--- config.mk ---
export PLATFORM = sky130hd
export DESIGN_NAME = periph_clock_select_and_key
export DESIGN_NICKNAME = d
export VERILOG_FILES = /design/src/include/clock_select_pkg.sv /design/src/rtl/periph_clock_select_and_key.sv
export SDC_FILE = /design/constraint.sdc
export NUM_CORES = 1
export LEC_CHECK = 0
export BUFFER_PORTS_ARGS = -buffer_cell sky130_fd_sc_hd__buf_2
export CORE_UTILIZATION = 50
export CTS_CLUSTER_DIAMETER = 100
export DETAILED_ROUTE_END_ITERATION = 8
export GPL_TIMING_DRIVEN = 0
export PLACE_DENSITY_LB_ADDON = 0.15
export SYNTH_ARGS = -nofsm -noshare
export SYNTH_HDL_FRONTEND = slang
export SYNTH_SLANG_ARGS = --single-unit
--- constraint.sdc ---
create_clock -name clk_i -period 2.25 [get_ports clk_i]
set_input_delay 0.225 -clock clk_i [delete_from_list [all_inputs] [get_ports clk_i]]
set_output_delay 0.225 -clock clk_i [all_outputs]
set_load 0.005 [all_outputs]
--- src/include/clock_select_pkg.sv ---
package clock_select_pkg;

	// Register byte offsets.
	localparam logic [11:0] CLOCK_SELECT_OFFSET  = 12'h030;
	localparam logic [11:0] AHB2_ENABLE_OFFSET   = 12'h034;
	localparam logic [11:0] AHB2_RESET_OFFSET    = 12'h038;
	localparam logic [11:0] UNLOCK_KEY_OFFSET    = 12'h100;
	localparam logic [11:0] BANDGAP_MODE_OFFSET  = 12'h12C;

	// Reset values.
	localparam logic [31:0] CLOCK_SELECT_RESET   = 32'h0000_0000;
	localparam logic [31:0] AHB2_ENABLE_RESET    = 32'h0000_0000;
	localparam logic [31:0] AHB2_RESET_RESET     = 32'h0000_0000;
	localparam logic [31:0] UNLOCK_KEY_RESET     = 32'h0000_0000;
	localparam logic [3:0]  BANDGAP_RESET_A      = 4'h7;
	localparam logic [3:0]  BANDGAP_RESET_B      = 4'hF;

	// Unlock keys of the two variants.
	localparam logic [31:0] UNLOCK_KEY_A         = 32'h1A2B_3C4D;
	localparam logic [31:0] UNLOCK_KEY_B         = 32'h0000_7432;

	// Writable bits of the clock select register.
	localparam logic [31:0] CLOCK_SELECT_MASK    = 32'h007F_3FFF;

	// Field positions.
	localparam int TIMER_B_POS   = 21;
	localparam int DIVIDER_POS   = 18;
	localparam int SERIAL_B_POS  = 16;
	localparam int USB_POS       = 13;
	localparam int LP_SERIAL_POS = 11;
	localparam int TIMER_A_POS   = 9;
	localparam int CONVERTER_POS = 8;
	localparam int I2C_C_POS     = 6;
	localparam int I2C_B_POS     = 4;
	localparam int I2C_A_POS     = 2;
	localparam int SERIAL_A_POS  = 0;
	localparam int RANDOM_POS    = 3;
	localparam int CIPHER_POS    = 1;

	// Hold phase length unit in cycles of the sample-and-hold clock.
	localparam int HOLD_UNIT_CYCLES = 32;

	// Clock sources a kernel clock can be routed from.
	typedef enum logic [3:0] {
		SRC_APB1,
		SRC_APB2,
		SRC_SYSTEM,
		SRC_SLOW_RC,
		SRC_SLOW_CRYSTAL,
		SRC_MID_RC_DIV,
		SRC_MID_RC,
		SRC_HIGH_RC,
		SRC_PLL,
		SRC_BUS_PRESCALED
	} clock_source_t;

	// Decoded routing for every kernel clock.
	typedef struct packed {
		clock_source_t lowpower_timer_b_src;
		clock_source_t serial_port_b_src;
		clock_source_t usb_device_src;
		clock_source_t lowpower_serial_a_src;
		clock_source_t lowpower_timer_a_src;
		clock_source_t converter_clock_src;
		clock_source_t i2c_port_c_src;
		clock_source_t i2c_port_b_src;
		clock_source_t i2c_port_a_src;
		clock_source_t serial_port_a_src;
	} clock_route_t;

	// Gating and reset for the AHB2 units.
	typedef struct packed {
		logic random_unit_clock_on;
		logic cipher_unit_clock_on;
		logic random_unit_reset;
		logic cipher_unit_reset;
	} ahb2_control_t;

endpackage : clock_select_pkg

--- src/rtl/periph_clock_select_and_key.sv ---
`timescale 1ns/100ps
`default_nettype none
module periph_clock_select_and_key
	import clock_select_pkg::*;
#(
	parameter bit SECOND_VARIANT = 1'b0
) (
	input  wire logic         clk_i,
	input  wire logic         rst_n_i,
	input  wire logic [11:0]  bus_addr_i,
	input  wire logic         bus_write_i,
	input  wire logic         bus_read_i,
	input  wire logic [3:0]   bus_strobe_i,
	input  wire logic [31:0]  bus_wdata_i,
	output logic      [31:0]  bus_rdata_o,
	output logic              bus_rvalid_o,
	output clock_route_t      clock_route_o,
	output logic      [2:0]   mid_rc_divide_shift_o,
	output ahb2_control_t     ahb2_control_o,
	output logic      [3:0]   bandgap_hold_length_o,
	output logic      [15:0]  hold_phase_cycles_o
);

	localparam logic [31:0] ACTIVE_KEY    = SECOND_VARIANT ? UNLOCK_KEY_B : UNLOCK_KEY_A;
	localparam logic [3:0]  BANDGAP_RESET = SECOND_VARIANT ? BANDGAP_RESET_B : BANDGAP_RESET_A;
	localparam logic [3:0]  BANDGAP_MASK  = SECOND_VARIANT ? 4'hF : 4'h7;

	logic [31:0] clock_select;
	logic [31:0] ahb2_enable;
	logic [31:0] ahb2_reset;
	logic [31:0] key_shadow;
	logic [3:0]  bandgap_mode;
	logic        unlocked;
	logic [31:0] next_key;
	logic        write_select;
	logic        write_enable;
	logic        write_reset;
	logic        write_key;
	logic        write_bandgap;

	// Merges the strobed byte lanes of a write into the old value.
	function automatic logic [31:0] merge_lanes(input logic [31:0] old_value,
		input logic [31:0] new_value, input logic [3:0] strobe);
		logic [31:0] result;
		result = old_value;
		for (int lane = 0; lane < 4; lane++) begin
			if (strobe[lane]) begin
				result[lane*8 +: 8] = new_value[lane*8 +: 8];
			end
		end
		return result;
	endfunction : merge_lanes

	// Decodes the common four-way selector used by timers and serial ports.
	function automatic clock_source_t pick_four(input logic [1:0] code,
		input clock_source_t bus_src, input clock_source_t second_src);
		clock_source_t result;
		unique case (code)
			2'b00: result = bus_src;
			2'b01: result = second_src;
			2'b10: result = SRC_SLOW_CRYSTAL;
			2'b11: result = SRC_MID_RC_DIV;
		endcase
		return result;
	endfunction : pick_four

	// Decodes an I2C selector where both upper codes choose the divided RC.
	function automatic clock_source_t pick_i2c(input logic [1:0] code);
		clock_source_t result;
		unique case (code)
			2'b00: result = SRC_APB1;
			2'b01: result = SRC_SYSTEM;
			2'b10, 2'b11: result = SRC_MID_RC_DIV;
		endcase
		return result;
	endfunction : pick_i2c

	// Address decode of writes; every access width is honoured by its strobes.
	assign write_select  = bus_write_i && bus_addr_i == CLOCK_SELECT_OFFSET;
	assign write_enable  = bus_write_i && bus_addr_i == AHB2_ENABLE_OFFSET;
	assign write_reset   = bus_write_i && bus_addr_i == AHB2_RESET_OFFSET;
	assign write_key     = bus_write_i && bus_addr_i == UNLOCK_KEY_OFFSET;
	assign write_bandgap = bus_write_i && bus_addr_i == BANDGAP_MODE_OFFSET;
	assign next_key      = merge_lanes(key_shadow, bus_wdata_i, bus_strobe_i);

	// Clock source select register; only the defined fields are kept.
	always_ff @(posedge clk_i) begin
		if (!rst_n_i) begin
			clock_select <= CLOCK_SELECT_RESET;
		end else if (write_select) begin
			clock_select <= merge_lanes(clock_select, bus_wdata_i, bus_strobe_i)
				& CLOCK_SELECT_MASK;
		end
	end

	// AHB2 enable register holds the random and cipher unit clock gates.
	always_ff @(posedge clk_i) begin
		if (!rst_n_i) begin
			ahb2_enable <= AHB2_ENABLE_RESET;
		end else if (write_enable) begin
			ahb2_enable <= merge_lanes(ahb2_enable, bus_wdata_i, bus_strobe_i)
				& ((32'h0000_0001 << RANDOM_POS) | (32'h0000_0001 << CIPHER_POS));
		end
	end

	// AHB2 reset register holds the random and cipher unit resets.
	always_ff @(posedge clk_i) begin
		if (!rst_n_i) begin
			ahb2_reset <= AHB2_RESET_RESET;
		end else if (write_reset) begin
			ahb2_reset <= merge_lanes(ahb2_reset, bus_wdata_i, bus_strobe_i)
				& ((32'h0000_0001 << RANDOM_POS) | (32'h0000_0001 << CIPHER_POS));
		end
	end

	// Key shadow collects partial writes so a key may arrive by bytes.
	always_ff @(posedge clk_i) begin
		if (!rst_n_i) begin
			key_shadow <= UNLOCK_KEY_RESET;
		end else if (write_key) begin
			key_shadow <= next_key;
		end
	end

	// Lock: a correct key opens one bandgap write; any other key closes it.
	always_ff @(posedge clk_i) begin
		if (!rst_n_i) begin
			unlocked <= 1'b0;
		end else if (write_key) begin
			unlocked <= next_key == ACTIVE_KEY;
		end else if (write_bandgap) begin
			unlocked <= 1'b0;
		end
	end

	// Bandgap mode register, written only while unlocked.
	always_ff @(posedge clk_i) begin
		if (!rst_n_i) begin
			bandgap_mode <= BANDGAP_RESET;
		end else if (write_bandgap && unlocked && bus_strobe_i[0]) begin
			bandgap_mode <= bus_wdata_i[3:0] & BANDGAP_MASK;
		end
	end

	// Read data, one cycle after the read; the key always reads as zero.
	always_ff @(posedge clk_i) begin
		if (!rst_n_i) begin
			bus_rdata_o  <= 32'h0000_0000;
			bus_rvalid_o <= 1'b0;
		end else begin
			bus_rvalid_o <= bus_read_i;
			if (bus_read_i) begin
				unique case (bus_addr_i)
					CLOCK_SELECT_OFFSET: bus_rdata_o <= clock_select;
					AHB2_ENABLE_OFFSET:  bus_rdata_o <= ahb2_enable;
					AHB2_RESET_OFFSET:   bus_rdata_o <= ahb2_reset;
					BANDGAP_MODE_OFFSET: bus_rdata_o <= {28'h000_0000, bandgap_mode};
					default:             bus_rdata_o <= 32'h0000_0000;
				endcase
			end
		end
	end

	// Kernel clock routing decoded from the select fields.
	always_comb begin
		clock_route_o.lowpower_timer_b_src  = pick_four(clock_select[TIMER_B_POS +: 2],
			SRC_APB1, SRC_SLOW_RC);
		clock_route_o.serial_port_b_src     = pick_four(clock_select[SERIAL_B_POS +: 2],
			SRC_APB1, SRC_SYSTEM);
		clock_route_o.usb_device_src        = clock_select[USB_POS] ? SRC_PLL
			: SRC_HIGH_RC;
		clock_route_o.lowpower_serial_a_src = pick_four(clock_select[LP_SERIAL_POS +: 2],
			SRC_APB1, SRC_SYSTEM);
		clock_route_o.lowpower_timer_a_src  = pick_four(clock_select[TIMER_A_POS +: 2],
			SRC_APB1, SRC_SLOW_RC);
		clock_route_o.converter_clock_src   = clock_select[CONVERTER_POS] ? SRC_BUS_PRESCALED
			: SRC_MID_RC;
		clock_route_o.i2c_port_c_src        = pick_i2c(clock_select[I2C_C_POS +: 2]);
		clock_route_o.i2c_port_b_src        = pick_i2c(clock_select[I2C_B_POS +: 2]);
		clock_route_o.i2c_port_a_src        = pick_i2c(clock_select[I2C_A_POS +: 2]);
		clock_route_o.serial_port_a_src     = pick_four(clock_select[SERIAL_A_POS +: 2],
			SRC_APB2, SRC_SYSTEM);
	end

	// Divider as a shift: 0 passes the mid RC clock, 1..4 divide by 2..16.
	assign mid_rc_divide_shift_o = clock_select[DIVIDER_POS + 2]
		? {1'b0, clock_select[DIVIDER_POS +: 2]} + 3'd1 : 3'd0;

	// AHB2 unit gates and resets, and the bandgap mode output.
	assign ahb2_control_o.random_unit_clock_on = ahb2_enable[RANDOM_POS];
	assign ahb2_control_o.cipher_unit_clock_on = ahb2_enable[CIPHER_POS];
	assign ahb2_control_o.random_unit_reset    = ahb2_reset[RANDOM_POS];
	assign ahb2_control_o.cipher_unit_reset    = ahb2_reset[CIPHER_POS];
	assign bandgap_hold_length_o               = bandgap_mode;

	// Hold phase length in clock cycles from the bandgap mode field.
	always_comb begin
		logic [3:0] step;
		logic [4:0] units;
		step  = {~bandgap_mode[3], bandgap_mode[2], ~bandgap_mode[1:0]};
		units = 5'd0;
		if (!SECOND_VARIANT) begin
			step[3] = 1'b0;
		end
		unique case (step)
			4'd0:  units = 5'd1;
			4'd1:  units = 5'd2;
			4'd2:  units = 5'd3;
			4'd3:  units = 5'd4;
			4'd4:  units = 5'd5;
			4'd5:  units = 5'd6;
			4'd6:  units = 5'd7;
			4'd7:  units = SECOND_VARIANT ? 5'd31 : 5'd7;
			4'd8:  units = 5'd8;
			4'd9:  units = 5'd20;
			4'd10: units = 5'd21;
			4'd11: units = 5'd22;
			4'd12: units = 5'd9;
			4'd13: units = 5'd23;
			4'd14: units = 5'd24;
			4'd15: units = 5'd10;
		endcase
		// Codes 1..10 are powers of two, 20..24 and 31 other multiples of 1024.
		unique case (units)
			5'd20:   hold_phase_cycles_o = 16'(5 * 1024);
			5'd21:   hold_phase_cycles_o = 16'(6 * 1024);
			5'd22:   hold_phase_cycles_o = 16'(7 * 1024);
			5'd23:   hold_phase_cycles_o = 16'(10 * 1024);
			5'd24:   hold_phase_cycles_o = 16'(12 * 1024);
			5'd31:   hold_phase_cycles_o = 16'(3 * 1024);
			default: hold_phase_cycles_o = 16'(HOLD_UNIT_CYCLES << (units - 5'd1));
		endcase
	end
endmodule : periph_clock_select_and_key
`default_nettype wire

==> impl_metrics.py <==
metrics = {
    "run_status": {
        "outcome": "finished, final reports clean",
    },
    "finish": {
        "diodes": 0,
        "multi_input_comb_area_um2": 2360,
        "instances_no_fill": 799,
        "seq_area_um2": 1670,
        "fillers": 749,
        "areaGrowthSynthToFinish_pct": 26.9,
        "drive_gt1_share_pct": 29.4,
        "utilization_pct": 66.3,
        "nets": 749,
        "finalInstanceArea_um2": 5500,
    },
    "worst_setup_path": {
        "rr_endpoint": "unlocked",
        "crit_path_end_kind": "primary output",
        "rr_startpoint": "key_shadow[26]",
        "crit_type": "reg -> out",
        "worstPathRequired_ps": 2030,
        "ff2ff_path_depth": 4,
        "crit_fanout": 6,
        "r2r_setup_slack_ps": 650,
        "cp_data_arrival_time_ps": 1970,
        "start_kind": "register",
    },
    "timing": {
        "min_period_over_period_pct": 97.6,
        "tns_ps": 0,
        "slew_viol_final": 0,
        "finClkSkew_ps": 8.92,
        "fmax_mhz": 456,
        "slew_headroom_pct": 51.3,
        "fin_ws_ps": 55.1,
        "final.min_clock_period_ps": 2190,
        "tightestPinTransition_ps": 725,
        "setup_viol_count_final": 0,
        "hold_viol": 0,
    },
    "routing": {
        "drt_iter0_markers": 193,
        "wire_per_inst_um": 14.2,
        "drtAntennaViolNets": 0,
        "drc_errors": 0,
        "drt-vias-per-instance": 5.19,
        "wl_um": 11400,
        "drt_first_pass_iters": 5,
        "vias": 4150,
    },
    "logic_synthesis": {
        "synth_compound_area_share_pct": 14.7,
        "ys_top_cells_by_area": "dfxtp_1, a21boi_0, nand3_1",
        "ys_seq_elements": 83,
        "synth_area_per_cell_um2": 8.24,
        "synth-edff-count": 0,
        "synth_top_family_by_area": "simple AND/OR/NAND/NOR gates",
        "synth.area.mux_share_pct": 3.46,
        "synth_warnings": 0,
        "ys_types": 51,
        "netlist_area_um2": 4340,
        "async_reset_ff_share_pct": 0,
        "synthAdderAreaFrac_pct": 2.31,
        "synth_flop_cell": "dfxtp_1",
        "yosys.area.top_type_share_pct": 38.3,
        "yosys.area.top_type": "dfxtp_1",
        "synth_simple_gate_area_share_pct": 30.0,
        "seq_area_frac_synth_pct": 38.3,
        "synthXorXnorAreaFrac_pct": 0,
        "synthCells": 526,
    },
    "floorplanning": {
        "die_w_um": 95.1,
        "dieHeight_um": 95.1,
        "die_area_um2": 9050,
        "io-pin-count": 152,
        "start_util_pct": 52.2,
        "num_rows": 33,
        "core_um2": 8300,
    },
    "cts": {
        "clkSlewWorstSetupHoldPaths_ps": 90,
        "clock_path_buffers": 2,
        "ctsHtreeMaxLevel": 3,
        "cts_buffers": 9,
        "cts_tree": "yes",
        "cts-root-buf": "clkbuf_8",
        "clk_latency_ps": 350,
        "clock_sinks": 83,
    },
    "min_path": {
        "holdCritPathClass": "in -> reg",
        "hp-start": "bus_wdata_i[19]",
        "whs_endpoint": "clock_select[19]",
        "whs_path_depth": 3,
    },
    "power": {
        "p_leak_nw": 2.29,
        "power_density_nw_per_um2": 529,
        "max-vdd-ir-drop_mv": 0.372,
    },
    "global_route": {
        "grt_usage_pct": 25.2,
        "grt_first_pass_wirelength_um": 17700,
        "grt-ovfl-total": 0,
        "grt_pass1_vias": 3611,
        "antenna_found_initial": 0,
        "grt_max_degree": 16,
    },
    "placed_design": {
        "numPortBuffers": 120,
        "place_area_um2": 5170,
        "dp_hpwl_um": 8780,
        "finalWeightedCongestion": 0.943,
        "placedCellCount": 778,
        "pre_cts_ws_ps": 128,
    },
    "job": {
        "max_cap_viol_count": 0,
    },
}
[worst max path at each step]
stage,endpoint,slack [ps],start,cells after the start
2_1_floorplan,hold_phase_cycles_o[10],410,bandgap_hold_length_o[0],5
3_3_place_gp,hold_phase_cycles_o[8],170,bandgap_hold_length_o[0],7
3_5_place_dp,hold_phase_cycles_o[6],130,bandgap_hold_length_o[0],7
4_1_cts,hold_phase_cycles_o[6],9,bandgap_hold_length_o[0],7
5_1_grt,hold_phase_cycles_o[11],-10,bandgap_hold_length_o[0],6
6_report,hold_phase_cycles_o[12],60,bandgap_hold_length_o[0],6
[flip-flops by register name, indices dropped and copies added, names as in the netlist]
| register | count |
|---|---|
| ahb2_enable | 2 |
| ahb2_reset | 2 |
| bandgap_hold_length_o | 3 |
| bus_rdata_o | 21 |
| bus_rvalid_o | 1 |
| clock_select | 21 |
| key_shadow | 32 |
| unlocked | 1 |
[power breakdown]
group	internal [mW]	switching [mW]	leakage (nW)
clock	0.633	0.559	0.110
sequential	1.47	0.000793	0.668
combinational	0.107	0.141	1.51
[per-stage QoR]
stage / power [mW] / hold WS (ps)
2_1_floorplan: 1.64 / 341
3_3_place_gp: 1.74 / 446
3_5_place_dp: 1.75 / 455
4_1_cts: 2.92 / 128
5_1_grt: 3.03 / 136
6_report: 2.91 / 139
[logic make-up (layout without fill, tap and decap cells)]
group           count (synthesis)  in the layout
simple gates                  235            235
buf+inv                        90            231
flops                          83             83
mux                            15             15
fa+ha+maj                       8              8
compound gates                 94             94
other cells                     1             28
[cell type report]
class,count,share of cell area (%)
sequential,83,30.3
clock inverter,7,1.80
tap,105,2.39
buffer,76,7.84
clock buffer,9,2.25
timing repair buffer,125,11.6
inverter,14,1.02
multi-input combinational,380,42.8
[cell usage in the layout (no fill, tap or decap), types with 2 or more instances in the layout]
cell,Yosys,layout
nand4_1,5,5
clkbuf_8,0,9
nor3b_1,4,4
a21boi_0,47,47
mux2i_1,15,15
nor3_4,2,2
a21boi_1,2,2
nor2_1,12,12
nand2_1,70,70
or3_1,2,2
bufinv_16,0,2
clkbuf_1,30,29
a31oi_1,4,4
a21oi_1,4,4
inv_6,0,2
nor2b_1,22,22
nand3_1,66,65
and2_1,4,4
or4bb_1,2,2
nand2b_1,19,18
nand3b_1,2,2
buf_4,37,42
a22oi_1,2,2
nor3_1,8,8
o211ai_1,2,2
nor4b_1,2,2
clkinvlp_4,0,2
dfxtp_1,83,81
o21ai_0,24,24
buf_1,4,4
buf_2,5,125
ha_4,0,3
ha_1,8,5
conb_1,1,28
inv_1,14,13
nor4bb_1,2,2
nor4_4,2,2
[synthesized netlist by cell type, drive strengths merged (2+ instances only)]
library cell and count:
clkbuf 30, o211ai 2, nand2 70, nand4 6, nand3 66, nor2b 22
mux2i 15, o21ai 24, buf 46, a21oi 4, inv 14, nand2b 19
a22oi 2, o31ai 2, dfxtp 83, or4bb 2, nor2 12, a21boi 49
nor3b 4, nor4b 3, or3 2, nand3b 2, nor4 3, a31oi 4
nor4bb 2, nor3 11, ha 8, and2 4
[critical path, stage by stage (launching register included)]
cell        delay [ps]
dfxtp_4            400
clkinvlp_4         160
ha_4               260
o31ai_4            210
ha_4               260
nor3_1             180
buf_2              140
[repair_timing]
item,in CTS,in global routing
endpoints found under the setup margin,8,8
buffers inserted,0,5
hold buffers,0,0
gates resized for setup,6,8
pin swaps,1,2
[per-layer routing]
layer	routed length, um	track usage (%)	share of wire [%]
met1	4870	33.8	43
met2	5270	40.0	46
met3	969	4.55	8.5
met4	244	10.2	2.1
met5	0	0	0
(Power assumes the default switching activity.)
